File: config.mk
export PLATFORM = sky130hd
export DESIGN_NAME = program_flow_sequencer
export DESIGN_NICKNAME = d
export VERILOG_FILES = /design/src/inc/flow_seq_pkg.sv /design/src/hw/program_flow_sequencer.sv
export SDC_FILE = /design/constraint.sdc
export NUM_CORES = 1
export LEC_CHECK = 0
export BUFFER_PORTS_ARGS = -buffer_cell sky130_fd_sc_hd__buf_2
export CAP_MARGIN = 25
export CORE_MARGIN = 5
export CORE_UTILIZATION = 25
export CTS_CLUSTER_SIZE = 14
export DETAILED_ROUTE_END_ITERATION = 6
export MAX_ROUTING_LAYER = met4
export SLEW_MARGIN = 10
export SYNTH_ARGS = -nofsm -noshare
export SYNTH_HDL_FRONTEND = slang
export SYNTH_SLANG_ARGS = --single-unit
File: constraint.sdc
create_clock -name i_clk -period 4.6 [get_ports i_clk]
set_input_delay 0.46 -clock i_clk [delete_from_list [all_inputs] [get_ports i_clk]]
set_output_delay 0.46 -clock i_clk [all_outputs]
set_load 0.02 [all_outputs]
File: src/inc/flow_seq_pkg.sv
// shared types and constants for the program flow and interrupt sequencer
package flow_seq_pkg;

  // program address space: 1K instruction store
  localparam int PC_W = 10;
  localparam logic [PC_W-1:0] PC_RESET = 10'h000;
  localparam logic [PC_W-1:0] PC_STEP = 10'h001;
  // interrupt vector is the last implemented location, all address bits set
  localparam logic [PC_W-1:0] INT_VECTOR = {PC_W{1'b1}};

  // call/return stack depth default, a power of two so the pointer wraps
  localparam int STACK_DEPTH_DEF = 32;

  // instruction and interrupt event length in clock cycles
  localparam int INSTR_CYCLES = 2;

  // apb register map, byte addresses
  localparam int APB_AW = 12;
  localparam logic [APB_AW-1:0] CTRL_OFFSET = 12'h000;
  localparam logic [APB_AW-1:0] STATUS_OFFSET = 12'h004;

  // control register fields
  localparam int CTRL_HOLD_BIT = 0;
  localparam logic CTRL_HOLD_RESET = 1'b0;

  // status register fields
  localparam int STAT_IE_BIT = 0;
  localparam int STAT_CARRY_BIT = 1;
  localparam int STAT_ZERO_BIT = 2;
  localparam int STAT_SAVED_CARRY_BIT = 3;
  localparam int STAT_SAVED_ZERO_BIT = 4;
  localparam int STAT_IN_ISR_BIT = 5;
  localparam int STAT_SP_LSB = 8;

  // decoded flow operation of the instruction in its execute cycle
  typedef enum logic [2:0] {
    op_seq             = 3'h0,
    op_jump            = 3'h1,
    op_call            = 3'h2,
    op_return          = 3'h3,
    op_return_from_isr = 3'h4,
    op_int_enable      = 3'h5,
    op_int_disable     = 3'h6
  } flow_op_type;

  // condition codes
  typedef enum logic [2:0] {
    cond_always      = 3'h0,
    cond_carry_set   = 3'h1,
    cond_carry_clear = 3'h2,
    cond_zero_set    = 3'h3,
    cond_zero_clear  = 3'h4
  } cond_type;

  typedef struct packed {
    flow_op_type     op;
    cond_type        cond;
    logic            reti_enable;
    logic [PC_W-1:0] target;
  } instr_type;

  typedef struct packed {
    logic carry;
    logic zero;
  } flags_type;

  localparam flags_type FLAGS_RESET = 2'h0;

endpackage

File: src/hw/program_flow_sequencer.sv
// program counter, call/return stack and interrupt entry/exit sequencer
//
// Contract
// - default: program counter advances by one
// - reset sets program counter to zero
// - conditions: carry set/clear, zero set/clear
// - no condition means always execute
// - untaken jump: two cycles, next instruction
// - taken jump loads absolute target address
// - jump leaves stack and flags alone
// - taken call pushes pc, loads target
// - untaken call pushes nothing, changes nothing
// - taken return pops, adds one, loads
// - call and return never change flags
// - one interrupt input, disabled after reset
// - finish instruction, then call last location
// - entry saves flags, disables, pushes pc
// - acknowledge only in second event cycle
// - isr return restores pc and flags
// - isr return enable and disable variants
// - isr return does not increment popped value
// - vector is all address bits one
module program_flow_sequencer #(
  parameter int STACK_DEPTH = flow_seq_pkg::STACK_DEPTH_DEF
) (
  input  wire logic                              i_clk,
  input  wire logic                              i_rst,
  input  wire flow_seq_pkg::instr_type           i_instr,
  input  wire logic                              i_flags_we,
  input  wire flow_seq_pkg::flags_type           i_alu_flags,
  input  wire logic                              i_interrupt,
  input  wire logic                              i_psel,
  input  wire logic                              i_penable,
  input  wire logic                              i_pwrite,
  input  wire logic [flow_seq_pkg::APB_AW-1:0]   i_paddr,
  input  wire logic [31:0]                       i_pwdata,
  output logic      [flow_seq_pkg::PC_W-1:0]     o_address,
  output logic                                   o_execute,
  output logic                                   o_interrupt_ack,
  output flow_seq_pkg::flags_type                o_flags,
  output logic      [31:0]                       o_prdata,
  output logic                                   o_pready,
  output logic                                   o_pslverr
);

  localparam int SP_W = $clog2(STACK_DEPTH);
  localparam int PW = flow_seq_pkg::PC_W;

  typedef enum logic [3:0] {
    st_decode   = 4'h1,
    st_execute  = 4'h2,
    st_int_save = 4'h4,
    st_int_ack  = 4'h8
  } state_type;

  state_type                state;
  state_type                next_state;
  logic      [PW-1:0]       stack_mem [STACK_DEPTH];
  logic      [SP_W-1:0]     sp;
  logic      [PW-1:0]       stack_top;
  logic      [PW-1:0]       next_pc;
  logic                     cond_ok;
  logic                     exec_flow;
  logic                     push_call;
  logic                     pop_ret;
  logic                     pop_reti;
  logic                     int_enable;
  logic                     int_sample;
  logic                     int_take;
  logic                     hold;
  logic                     in_isr;
  flow_seq_pkg::flags_type  saved_flags;
  logic                     apb_access;

  // condition evaluation, no condition means always true
  always_comb begin
    case (i_instr.cond)
      flow_seq_pkg::cond_always:      cond_ok = 1'b1;
      flow_seq_pkg::cond_carry_set:   cond_ok = o_flags.carry;
      flow_seq_pkg::cond_carry_clear: cond_ok = !o_flags.carry;
      flow_seq_pkg::cond_zero_set:    cond_ok = o_flags.zero;
      flow_seq_pkg::cond_zero_clear:  cond_ok = !o_flags.zero;
      default:                        cond_ok = 1'b0;
    endcase
  end

  // stack strobes, only in the execute cycle or the first event cycle
  assign exec_flow = (state == st_execute);
  assign push_call = exec_flow && (i_instr.op == flow_seq_pkg::op_call) && cond_ok;
  assign pop_ret   = exec_flow && (i_instr.op == flow_seq_pkg::op_return) && cond_ok;
  assign pop_reti  = exec_flow && (i_instr.op == flow_seq_pkg::op_return_from_isr);
  assign stack_top = stack_mem[SP_W'(sp - 1'b1)];
  // enable is judged before the current instruction's own enable takes effect
  assign int_take  = exec_flow && int_enable && int_sample;

  // next program counter at the end of an execute cycle
  always_comb begin
    next_pc = o_address + flow_seq_pkg::PC_STEP;
    case (i_instr.op)
      flow_seq_pkg::op_jump,
      flow_seq_pkg::op_call: begin
        if (cond_ok) begin
          next_pc = i_instr.target;
        end
      end
      flow_seq_pkg::op_return: begin
        if (cond_ok) begin
          next_pc = stack_top + flow_seq_pkg::PC_STEP;
        end
      end
      flow_seq_pkg::op_return_from_isr: begin
        next_pc = stack_top;
      end
      default: begin
        next_pc = o_address + flow_seq_pkg::PC_STEP;
      end
    endcase
  end

  // two-cycle instruction sequencing, with a two-cycle interrupt event
  always_comb begin
    case (state)
      st_decode:   next_state = hold ? st_decode : st_execute;
      st_execute:  next_state = int_take ? st_int_save : st_decode;
      st_int_save: next_state = st_int_ack;
      st_int_ack:  next_state = st_decode;
      default:     next_state = st_decode;
    endcase
  end

  // state register and the execute phase marker for the rest of the core
  always_ff @(posedge i_clk or posedge i_rst) begin
    if (i_rst) begin
      state     <= st_decode;
      o_execute <= 1'b0;
    end else begin
      state     <= next_state;
      o_execute <= (next_state == st_execute);
    end
  end

  // program counter; during the event it still shows the preempted address
  always_ff @(posedge i_clk or posedge i_rst) begin
    if (i_rst) begin
      o_address <= flow_seq_pkg::PC_RESET;
    end else if (state == st_execute) begin
      o_address <= next_pc;
    end else if (state == st_int_ack) begin
      o_address <= flow_seq_pkg::INT_VECTOR;
    end
  end

  // stack pointer; overflow and underflow simply wrap
  always_ff @(posedge i_clk or posedge i_rst) begin
    if (i_rst) begin
      sp <= '0;
    end else if (push_call || state == st_int_save) begin
      sp <= SP_W'(sp + 1'b1);
    end else if (pop_ret || pop_reti) begin
      sp <= SP_W'(sp - 1'b1);
    end
  end

  // stack storage needs no reset, entries are written before they are read
  always_ff @(posedge i_clk) begin
    if (push_call || state == st_int_save) begin
      stack_mem[sp] <= o_address;
    end
  end

  // one interrupt sample stage; a two-cycle request meets an execute cycle while hold is clear
  always_ff @(posedge i_clk or posedge i_rst) begin
    if (i_rst) begin
      int_sample <= 1'b0;
    end else begin
      int_sample <= i_interrupt;
    end
  end

  // interrupt enable
  always_ff @(posedge i_clk or posedge i_rst) begin
    if (i_rst) begin
      int_enable <= 1'b0;
    end else if (state == st_int_save) begin
      int_enable <= 1'b0;
    end else if (exec_flow) begin
      case (i_instr.op)
        flow_seq_pkg::op_int_enable:      int_enable <= 1'b1;
        flow_seq_pkg::op_int_disable:     int_enable <= 1'b0;
        flow_seq_pkg::op_return_from_isr: int_enable <= i_instr.reti_enable;
        default:                          int_enable <= int_enable;
      endcase
    end
  end

  // carry and zero; of the flow instructions only isr return writes them, from the saved copy
  always_ff @(posedge i_clk or posedge i_rst) begin
    if (i_rst) begin
      o_flags     <= flow_seq_pkg::FLAGS_RESET;
      saved_flags <= flow_seq_pkg::FLAGS_RESET;
    end else begin
      if (state == st_int_save) begin
        saved_flags <= o_flags;
      end
      if (pop_reti) begin
        o_flags <= saved_flags;
      end else if (exec_flow && i_flags_we && i_instr.op == flow_seq_pkg::op_seq) begin
        o_flags <= i_alu_flags;
      end
    end
  end

  // acknowledge pulse in the second event cycle; in_isr is status only
  always_ff @(posedge i_clk or posedge i_rst) begin
    if (i_rst) begin
      o_interrupt_ack <= 1'b0;
      in_isr          <= 1'b0;
    end else begin
      o_interrupt_ack <= (state == st_int_save);
      if (state == st_int_save) begin
        in_isr <= 1'b1;
      end else if (pop_reti) begin
        in_isr <= 1'b0;
      end
    end
  end

  // apb slave: answers one cycle into the access phase, unmapped gives slverr
  assign apb_access = i_psel && i_penable && !o_pready;

  always_ff @(posedge i_clk or posedge i_rst) begin
    if (i_rst) begin
      o_pready  <= 1'b0;
      o_pslverr <= 1'b0;
      o_prdata  <= 32'h0000_0000;
      hold      <= flow_seq_pkg::CTRL_HOLD_RESET;
    end else begin
      o_pready  <= apb_access;
      o_pslverr <= 1'b0;
      o_prdata  <= 32'h0000_0000;
      if (apb_access) begin
        case (i_paddr)
          flow_seq_pkg::CTRL_OFFSET: begin
            if (i_pwrite) begin
              hold <= i_pwdata[flow_seq_pkg::CTRL_HOLD_BIT];
            end else begin
              o_prdata[flow_seq_pkg::CTRL_HOLD_BIT] <= hold;
            end
          end
          flow_seq_pkg::STATUS_OFFSET: begin
            // read only: writes are accepted and dropped
            if (!i_pwrite) begin
              o_prdata[flow_seq_pkg::STAT_IE_BIT]          <= int_enable;
              o_prdata[flow_seq_pkg::STAT_CARRY_BIT]       <= o_flags.carry;
              o_prdata[flow_seq_pkg::STAT_ZERO_BIT]        <= o_flags.zero;
              o_prdata[flow_seq_pkg::STAT_SAVED_CARRY_BIT] <= saved_flags.carry;
              o_prdata[flow_seq_pkg::STAT_SAVED_ZERO_BIT]  <= saved_flags.zero;
              o_prdata[flow_seq_pkg::STAT_IN_ISR_BIT]      <= in_isr;
              o_prdata[flow_seq_pkg::STAT_SP_LSB +: SP_W]  <= sp;
            end
          end
          default: begin
            o_pslverr <= 1'b1;
          end
        endcase
      end
    end
  end
endmodule

==> results of run 1 <==
registers in the layout, summed over array words and instances (netlist names):
signal           count
o_address           10
o_flags              2
o_interrupt_ack      1
sp                   5
state                4
int_sample           1
in_isr               1
int_enable           1
o_pready             1
stack_mem          320
o_prdata            11
hold                 1
o_pslverr            1
saved_flags          2
o_execute            1
cells by family after synthesis:
group                    Yosys count  synth area share
AND/OR/NAND/NOR                  197            0.0650
adder cells (fa/ha/maj)            8           0.00630
flip-flops                       362             0.688
other                              1          0.000242
multiplexers                     116             0.151
AO/OA/AOI/OAI                    100            0.0434
buffers and inverters             71            0.0298
XOR/XNOR                          24            0.0160
metal layers:
| metal | track usage | wire [µm] |
|---|---|---|
| met1 | 0.146 | 15900 |
| met2 | 0.168 | 17000 |
| met3 | 0.0237 | 2850 |
| met4 | 0.0359 | 1110 |
| met5 | - | 0 |
report_power, final:
group	leakage, nW	switching (mW)	internal (mW)
sequential	3.37	0.289	4.10
clock	0.568	1.23	1.66
combinational	2.16	2.87	2.00
placed cells by master (no fill, tap or decap), types with 6 or more instances in the layout:
master     synthesis  routed
a21oi_1           24      24
mux4_2            65      65
buf_2             13      65
nor2_1            59      59
clkbuf_1          18      12
dfrtp_1           41      40
nand3_1           21      21
nand2_1           47      47
buf_4             22      58
nor3_1             7       7
conb_1             1      21
clkinv_2           0       7
ha_1               7       6
clkbuf_16          0      40
mux4_1            21      21
xnor2_1           15      15
o21ai_0           26      26
and3_1            15      15
xor2_1             7       7
clkinv_1           1       7
edfxtp_1         320     320
mux2i_1           25      25
metrics by stage:
stage                     instance area [µm²]  instances  setup WS [ns]  hold WS [ns]   util
after detailed placement                16900       1751          0.563         0.472  0.275
after global placement                  16900       1751          0.580         0.453  0.275
final                                   18100       1820          0.535        0.0417  0.294
after CTS                               18100       1820          0.546        0.0237  0.294
after floorplan                         15600        899          0.765         0.442      -
after global routing                    18100       1820          0.335        0.0291  0.294
Yosys cell counts, types with 4 or more instances:
| cell type | count |
|---|---|
| nor2_1 | 59 |
| o211ai_1 | 5 |
| nor4_1 | 4 |
| or2_2 | 4 |
| nor3_1 | 7 |
| mux2i_1 | 25 |
| buf_6 | 7 |
| nand3_1 | 21 |
| buf_4 | 22 |
| inv_1 | 6 |
| nand2_1 | 47 |
| a31oi_1 | 5 |
| nor3b_1 | 5 |
| mux4_1 | 21 |
| xnor2_1 | 15 |
| o31ai_1 | 5 |
| edfxtp_1 | 320 |
| and4_1 | 4 |
| nand4_1 | 4 |
| nor2b_1 | 4 |
| dfrtp_1 | 41 |
| o21ai_0 | 26 |
| and3_1 | 15 |
| a21oi_1 | 24 |
| o22ai_1 | 4 |
| o221ai_1 | 4 |
| xor2_1 | 7 |
| clkbuf_1 | 18 |
| buf_2 | 13 |
| mux4_2 | 65 |
| ha_1 | 7 |
cell type report:
cell class	count	area, µm²	area share
timing repair buffer	125	801	0.0442
clock buffer	52	1050	0.0578
sequential	362	10700	0.589
clock inverter	17	124	0.00684
multi-input combinational	466	4450	0.246
inverter	8	30.0	0.00166
tap	790	988	0.0546
worst max-delay path, delay by kind of cell (launching register included):
family / cells / cell delay (ns)
AO/OA/AOI/OAI: 3 / 1.31
flip-flops: 1 / 0.57
buffers and inverters: 2 / 0.48
AND/OR/NAND/NOR: 2 / 0.48
multiplexers: 2 / 0.47
adder cells (fa/ha/maj): 1 / 0.40
XOR/XNOR: 1 / 0.22
how the worst max path moves through the flow:
stage	startpoint	endpoint	slack, ns	cells after the start
2_1_floorplan	sp[0]	o_address[7]	0.76	14
3_3_place_gp	sp[1]	o_address[9]	0.58	11
3_5_place_dp	sp[1]	o_address[9]	0.56	11
4_1_cts	sp[0]	o_address[9]	0.55	12
5_1_grt	sp[1]	o_address[6]	0.34	11
6_report	sp[1]	o_address[9]	0.54	11
==> flow_metrics.tcl, run 1 <==
set metrics [dict create \
    rrSetupSlack_ns 0.54 \
    path_class "reg2reg" \
    htreeDepth 2 \
    clkTransAtPathRegs_ns 0.05 \
    async_flop_share 0.116 \
    worstPathArrival_ns 4.46 \
    wl_um 36800 \
    crit_fanout 16 \
    setup_violations 0 \
    ir_worst_vdd_uv 292 \
    leakagePower_nw 6.10 \
    port_buffers 65 \
    drc_errors 0 \
    ys_ff_latch 362 \
    fillers 6026 \
    required_ns 5.00 \
    yosysSeqAreaShare 0.688 \
    finalHoldViolCount 0 \
    cts_setup_buffers 0 \
    gp_congestion 0.851 \
    antenna_found_initial 0 \
    status "finished clean" \
    rows 91 \
    report.final.slew_viol_count 0 \
    start_util 0.252 \
    period_share 0.884 \
    die_w_um 259 \
    syn_to_final_growth_pct 16.9 \
    hold_buffers 0 \
    ant_nets 0 \
    n_antenna_cell 0 \
    rsz0062_at_grt "false" \
    worstReg2RegEnd "o_address[9]" \
    vias_per_cell 4.71 \
    worstPathCellList "inv_1 > ha_1 > xor2_4 > buf_4 > mux4_1 > mux2i_1 > a222oi_1 > and4_4 > nand4_4 > o31a_1 > o31ai_1" \
    cts_sinks 362 \
    hp-class "in2reg" \
    maxCapViolCount 0 \
    synth_warnings 0 \
    dieArea_um2 67000 \
    relSlewSlack 0.300 \
    setup_tns_ns 0 \
    yosysTopAreaCell "edfxtp_1" \
    cts_made_buffers 39 \
    gr-total-overflow 0 \
    min_path_cells 1 \
    startpoint_type "register" \
    ys.flop_type "edfxtp_1" \
    die_h_um 259 \
    synthesis.area_um2 15500 \
    worstMarginPinSlew_ns 1.05 \
    slowest_delay_ns 0.63 \
    synthCells 879 \
    cts.repair.resized 0 \
    hp-start "i_interrupt" \
    first_pass_iters 5 \
    synth-edff-count 320 \
    dr.first_iter.drc_count 838 \
    grt_max_degree 43 \
    io_pins 118 \
    ys_types 77 \
    worst_clock_skew_ns 0.0178 \
    cpMaxStageDelayCell "a222oi_1" \
    clkLatencyLatePin_ns 0.54 \
    holdPathEnd "int_sample" \
    grt_pass1_vias 8551 \
    final.min_clock_period_ns 4.06 \
    vias 8581 \
    power_density_nw_per_um2 671 \
    drive_gt1_frac 0.263 \
    nets 1079 \
    root_buffer "clkbuf_16" \
    rr_startpoint "sp[1]" \
    cts_tree "yes" \
    dp_hpwl_um 23800 \
    grt_pass1_wl_um 55000 \
    r2r_cells 11 \
    cts_buffer_depth 3 \
    core_area_um2 61500 \
    routedWlPerCell_um 20.2 \
    crit_path_end_kind "register" \
    grtUsageTotal 0.110 \
    syn_avg_cell_area_um2 17.6 \
    synth_area_leaders "edfxtp_1 (62%), mux4_2 (9.5%), dfrtp_1 (6.6%)" \
    fmax_ghz 0.246 \
    power_mw 12.1 \
    synth_top_area_frac 0.621 \
]
Note: power is estimated with default switching activity, not from simulation.
==> run 2, diff against run 1 <==
--- a/config.mk
+++ b/config.mk
@@ -8,7 +8,7 @@
 export BUFFER_PORTS_ARGS = -buffer_cell sky130_fd_sc_hd__buf_2
 export CAP_MARGIN = 25
 export CORE_MARGIN = 5
-export CORE_UTILIZATION = 25
+export CORE_UTILIZATION = 35
 export CTS_CLUSTER_SIZE = 14
 export DETAILED_ROUTE_END_ITERATION = 6
 export MAX_ROUTING_LAYER = met4
==> run 2 against run 1 <==
Against the previous run: power increased by 0.98%; utilization increased by 11 points; critical path type unchanged; combinational power increased by 2%; via count decreased by 1.1%; global-route usage increased by 4.3 points; critical path depth unchanged; largest cell class unchanged; clock power increased by 2%; final cell count decreased by 11%; hold slack improved by 0.00060 ns; register-to-register slack improved by 0.31 ns; clock-buffer cell count decreased by 8; worst setup slack improved by 0.31 ns.
==> flow_metrics.tcl, run 2 (synthesis results as in run 1) <==
set metrics [dict create \
    status "finished clean" \
    die_w_um 220 \
    fin_hold_ws_ns 0.0423 \
    report.final.slew_viol_count 0 \
    syn_to_final_growth_pct 15.6 \
    grt_max_degree 80 \
    cts_tree "yes" \
    worstMarginPinSlew_ns 0.891 \
    crit_fanout 27 \
    gr-total-overflow 0 \
    cts.repair.resized 0 \
    antenna_found_initial 1 \
    worst_clock_skew_ns 0.0186 \
    relSlewSlack 0.406 \
    htreeDepth 2 \
    final_cell_mix "edfxtp_1 (320), mux4_2 (65), buf_2 (65)" \
    cpMaxStageDelayCell "mux4_2" \
    first_pass_iters 5 \
    leakagePower_nw 6.12 \
    r2r_cells 11 \
    critPathBufInv 2 \
    io_pins 118 \
    start_util 0.352 \
    vias_per_cell 5.23 \
    vias 8483 \
    clkLatencyLatePin_ns 0.53 \
    registers.top_by_ff_count "stack_mem" \
    grtUsageTotal 0.153 \
    path_class "reg2reg" \
    routedWlPerCell_um 22.4 \
    largest_reg_flops 320 \
    root_buffer "clkbuf_16" \
    rows 77 \
    drive_gt1_frac 0.261 \
    crit_path_end_kind "register" \
    reg_top3 "stack_mem (320), o_prdata (11), o_address (10)" \
    worstPathCellList "inv_1 > ha_1 > xor2_4 > buf_12 > mux4_2 > mux2i_1 > a222oi_1 > and2_2 > and3_1 > and4_1 > o32a_1" \
    grt_pass1_wl_um 54100 \
    setup_violations 0 \
    final_common_cell "edfxtp_1" \
    worstPathArrival_ns 4.16 \
    drc_errors 0 \
    crit_family "multiplexers" \
    dp_hpwl_um 23100 \
    die_h_um 220 \
    dr.first_iter.drc_count 734 \
    setup_tns_ns 0 \
    hold_buffers 0 \
    cts_buffer_depth 3 \
    port_buffers 65 \
    cts_sinks 362 \
    clkTransAtPathRegs_ns 0.06 \
    ant_nets 0 \
    power_density_nw_per_um2 685 \
    ir_worst_vdd_uv 415 \
    rsz0062_at_grt "false" \
    required_ns 5.01 \
    cts_setup_buffers 0 \
    finalHoldViolCount 0 \
    startpoint_type "register" \
    period_share 0.816 \
    nets 1078 \
    critical_path_depth 11 \
    gp_congestion 0.891 \
    hp-class "in2reg" \
    maxCapViolCount 0 \
    wl_um 36300 \
    fmax_ghz 0.266 \
    grt_pass1_vias 8437 \
    min_path_cells 1 \
    core_area_um2 44000 \
    final.min_clock_period_ns 3.75 \
    layout_setup_ws_ns 0.848 \
    post-place-ws_ns 0.851 \
    slowest_delay_ns 0.54 \
    cts_made_buffers 38 \
    dieArea_um2 48600 \
]
run 2: cell count changes in the layout (fill, tap and decap cells not counted):
cell,change
buf_12,+1
buf_4,-1
bufinv_16,+2
clkbuf_1,-7
clkbuf_16,-1
clkinv_1,+9
clkinv_2,-3
clkinv_8,+1
diode_2,+1
inv_6,-1
run 2: area by class of cell:
type,instances,area [µm²]
diodes,1,2.50
fillers,3973,26100
clock buffers,44,995
inverters,8,30.0
multi-input cells,466,4450
clock inverters,25,210
well taps,592,741
repair buffers,125,813
flip-flops and latches,362,10700
run 2: path summary, 6_finish.rpt:
path / slack [ns] / endpoint / from
setup / recovery: 0.85 / o_address[6] / sp[1]
min in group asynchronous: 0.05 / o_address[5] / i_rst
hold / removal: 0.04 / int_sample / i_interrupt
hold reg to reg: 0.44 / o_pslverr / o_pready
max in group asynchronous: 4.09 / sp[0] / i_rst
setup reg to reg: 0.85 / o_address[6] / sp[1]
run 2: layer usage:
layer  part of all wire  vias up  track usage
met4              0.019        0       0.0360
met3              0.063       53       0.0282
met5                  0        -            -
met1               0.46     4390        0.216
li1                   -     3742            -
met2               0.46      298        0.232
run 2: power breakdown:
group	internal, mW	switching [mW]	leakage [nW]	total (mW)
Combinational	2.02	2.96	2.17	4.98
Sequential	4.10	0.237	3.37	4.34
Clock	1.72	1.22	0.581	2.94
run 2: through the flow:
stage / util / power (mW) / area, µm² / std cells
floorplan: - / 7.76 / 15600 / 899
global placement: 0.379 / 9.32 / 16700 / 1553
detailed placement: 0.379 / 9.39 / 16700 / 1553
CTS: 0.407 / 12.4 / 17900 / 1622
global route: 0.407 / 12.8 / 17900 / 1623
finish: 0.407 / 12.3 / 17900 / 1623
==> run 3, diff against run 2 <==
--- a/config.mk
+++ b/config.mk
@@ -5,6 +5,7 @@
 export SDC_FILE = /design/constraint.sdc
 export NUM_CORES = 1
 export LEC_CHECK = 0
+export ABC_AREA = 1
 export BUFFER_PORTS_ARGS = -buffer_cell sky130_fd_sc_hd__buf_2
 export CAP_MARGIN = 25
 export CORE_MARGIN = 5
==> constraint.sdc (replaced) <==
create_clock -name i_clk -period 3.7 [get_ports i_clk]
set_input_delay 0.37 -clock i_clk [delete_from_list [all_inputs] [get_ports i_clk]]
set_output_delay 0.37 -clock i_clk [all_outputs]
set_load 0.02 [all_outputs]
==> run 3 against run 2 <==
Against the previous run: utilization shrank 0.11 points; combinational power fell by 97%; clock power is 33% higher; clock skew increased by 0.0013 ns; largest cell class unchanged; highest routed layer unchanged; final cell count grew 36%; die area increased by 2.4%; power fell by 31%; critical endpoint is now o_address[2]; largest power group is now sequential cells; non-clock buffer count rose by 2; via count rose by 31%.
==> flow_metrics.tcl, run 3 <==
set metrics [dict create \
    dieArea_um2 49700 \
    required_ns 4.07 \
    first_pass_iters 5 \
    synth_warnings 0 \
    vias 11100 \
    synth_top_area_frac 0.605 \
    status "finished clean" \
    dr.first_iter.drc_count 1007 \
    worstPathCellList "inv_4 > ha_2 > inv_2 > buf_12 > nand3_1 > nand3_1 > nand3_1 > nand3_1 > nand2_1 > ha_1 > or2_2 > a21oi_1 > o21ai_0 > nand2_1 > a22oi_1" \
    worst_clock_skew_ns 0.0199 \
    grt_pass1_wl_um 61500 \
    path_class "reg2reg" \
    grt_pass1_vias 10700 \
    start_util 0.352 \
    slowest_delay_ns 0.50 \
    critPathBufInv 3 \
    worstMarginPinSlew_ns 0.997 \
    vias_per_cell 5.02 \
    report.final.slew_viol_count 0 \
    seqPwrFrac 0.521 \
    wl_um 40100 \
    fmax_ghz 0.293 \
    finalHoldViolCount 0 \
    io_pins 118 \
    clkLatencyLatePin_ns 0.55 \
    cts_tree "yes" \
    leakagePower_nw 7.29 \
    core_area_um2 45100 \
    final.min_clock_period_ns 3.41 \
    yosysTopAreaCell "edfxtp_1" \
    drc_errors 0 \
    ys_ff_latch 362 \
    netSwitchingFraction 0.195 \
    crit_path_end_kind "register" \
    setup_violations 0 \
    rsz0062_at_grt "false" \
    instances_no_fill 2207 \
    registers.top_by_ff_count "stack_mem" \
    crit_fanout 32 \
    synth_area_leaders "edfxtp_1 (61%), nand2_1 (9.9%), nand3_1 (9.7%)" \
    maxCapViolCount 0 \
    synthCells 1486 \
    grt_max_degree 165 \
    power.switching_mw 1.65 \
    power_density_nw_per_um2 463 \
    nets 1655 \
    cts_made_buffers 40 \
    relSlewSlack 0.335 \
    fillers 4284 \
    grtUsageTotal 0.161 \
    synth-edff-count 320 \
    ys_types 43 \
    place_inst 2133 \
    gr-total-overflow 0 \
    final_common_cell "nand2_1" \
    ir_worst_vdd_uv 403 \
    combPwrFrac 0.017 \
    hold_buffers 1 \
    syn_avg_cell_area_um2 10.7 \
    gp_congestion 0.879 \
    clkTransAtPathRegs_ns 0.06 \
    startpoint_type "register" \
    root_buffer "clkbuf_16" \
    cts_setup_buffers 0 \
    ys.flop_type "edfxtp_1" \
    largest_reg_flops 320 \
    reg_top3 "stack_mem (320), o_prdata (11), o_address (10)" \
    yosys-top-cells-count "nand2_1 (419), edfxtp_1 (320), nand3_1 (308)" \
    power_mw 8.47 \
    setup_tns_ns 0 \
    die_w_um 223 \
    dp_hpwl_um 24300 \
    synthesis.area_um2 15900 \
    place_area_um2 17000 \
    cts_buffer_depth 3 \
    cp_common_cell "nand3_1" \
    syn_to_final_growth_pct 15.2 \
    yosysSeqAreaShare 0.672 \
    async_flop_share 0.116 \
    worstPathArrival_ns 3.79 \
    port_buffers 65 \
    drive_gt1_frac 0.129 \
    routedWlPerCell_um 18.1 \
    synthMostInstantiatedCell "nand2_1" \
    die_h_um 223 \
    period_share 0.922 \
    pwr-share-clk 0.463 \
    cts.repair.resized 0 \
    fin_area_um2 18300 \
    hp-class "in2reg" \
    cts_sinks 362 \
    htreeDepth 2 \
    ant_nets 0 \
    antenna_found_initial 0 \
    cpMaxStageDelayCell "dfrtp_4" \
    n_antenna_cell 0 \
    rows 78 \
    intPower_mw 6.81 \
    final_cell_mix "nand2_1 (419), edfxtp_1 (320), nand3_1 (308)" \
    crit_family "simple AND/OR/NAND/NOR gates" \
]
[run 3: cell types whose count changed after synthesis, moves of 8 or more]
cell,previous run,this run
a21oi_1,24,32
and3_1,15,0
buf_2,13,32
inv_1,6,74
mux2i_1,25,0
mux4_1,21,0
mux4_2,65,0
nand2_1,47,419
nand3_1,21,308
nor2_1,59,72
xnor2_1,15,2
[run 3: final cells by class]
| type | count | area, µm² | share of cell area |
|---|---|---|---|
| flip-flops and latches | 362 | 10700 | 0.583 |
| multi-input cells | 965 | 4400 | 0.241 |
| clock buffers | 54 | 1100 | 0.0604 |
| repair buffers | 127 | 871 | 0.0476 |
| well taps | 600 | 751 | 0.0410 |
| inverters | 82 | 313 | 0.0171 |
| clock inverters | 17 | 184 | 0.0101 |
[run 3: cells by family (layout without fill, tap and decap cells)]
family / after synthesis / in the layout / synth area share
adders and majority gates: 7 / 7 / 0.00552
AOI/OAI and AO/OA: 90 / 90 / 0.0321
buffers and inverters: 179 / 280 / 0.0561
DFF: 362 / 362 / 0.672
xor gates and xnor gates: 11 / 11 / 0.00654
and+or+nand+nor: 836 / 836 / 0.228
other: 1 / 21 / 0.000236
[run 3: worst register-to-register path, cell delays in order, from the launching register on]
cell,delay [ns]
dfrtp_4,0.50
inv_4,0.20
ha_2,0.35
inv_2,0.32
buf_12,0.27
nand3_1,0.12
nand3_1,0.12
nand3_1,0.11
nand3_1,0.15
nand2_1,0.18
ha_1,0.28
or2_2,0.30
a21oi_1,0.12
o21ai_0,0.10
nand2_1,0.08
a22oi_1,0.06
[run 3: per-layer routing]
| layer | vias up | GRT usage | wire length (µm) |
|---|---|---|---|
| li1 | 5278 | - | - |
| met1 | 5348 | 0.210 | 17100 |
| met2 | 375 | 0.255 | 19100 |
| met3 | 82 | 0.0291 | 2750 |
| met4 | 0 | 0.0553 | 1160 |
| met5 | - | - | 0 |
[run 3: power groups by stage]
stage	logic, mW	clock network, mW	registers, mW
2_1_floorplan	0.0865	0	4.50
3_3_place_gp	0.135	0	4.49
3_5_place_dp	0.137	0	4.49
4_1_cts	0.138	4.01	4.41
5_1_grt	0.156	4.17	4.41
6_report	0.141	3.92	4.41
[run 3: final timing paths]
path,start,end,depth (start not counted),slack [ns]
setup / recovery,sp[0],o_address[2],15,0.29
hold / removal,i_penable,o_pready,3,0.08
setup reg to reg,sp[0],o_address[2],15,0.29
hold reg to reg,o_pready,o_pready,1,0.46
max in group asynchronous,i_rst,state[0],4,2.89
min in group asynchronous,i_rst,o_prdata[8],3,0.29
[run 3: metrics by stage]
stage,hold WS (ns),worst slack (ns),util
final,0.0837,0.288,0.406
after global routing,0.107,0.0753,0.406
after CTS,0.0681,0.308,0.405
after detailed placement,0.453,0.324,0.376
after global placement,0.445,0.353,0.376
after floorplan,0.401,0.505,-
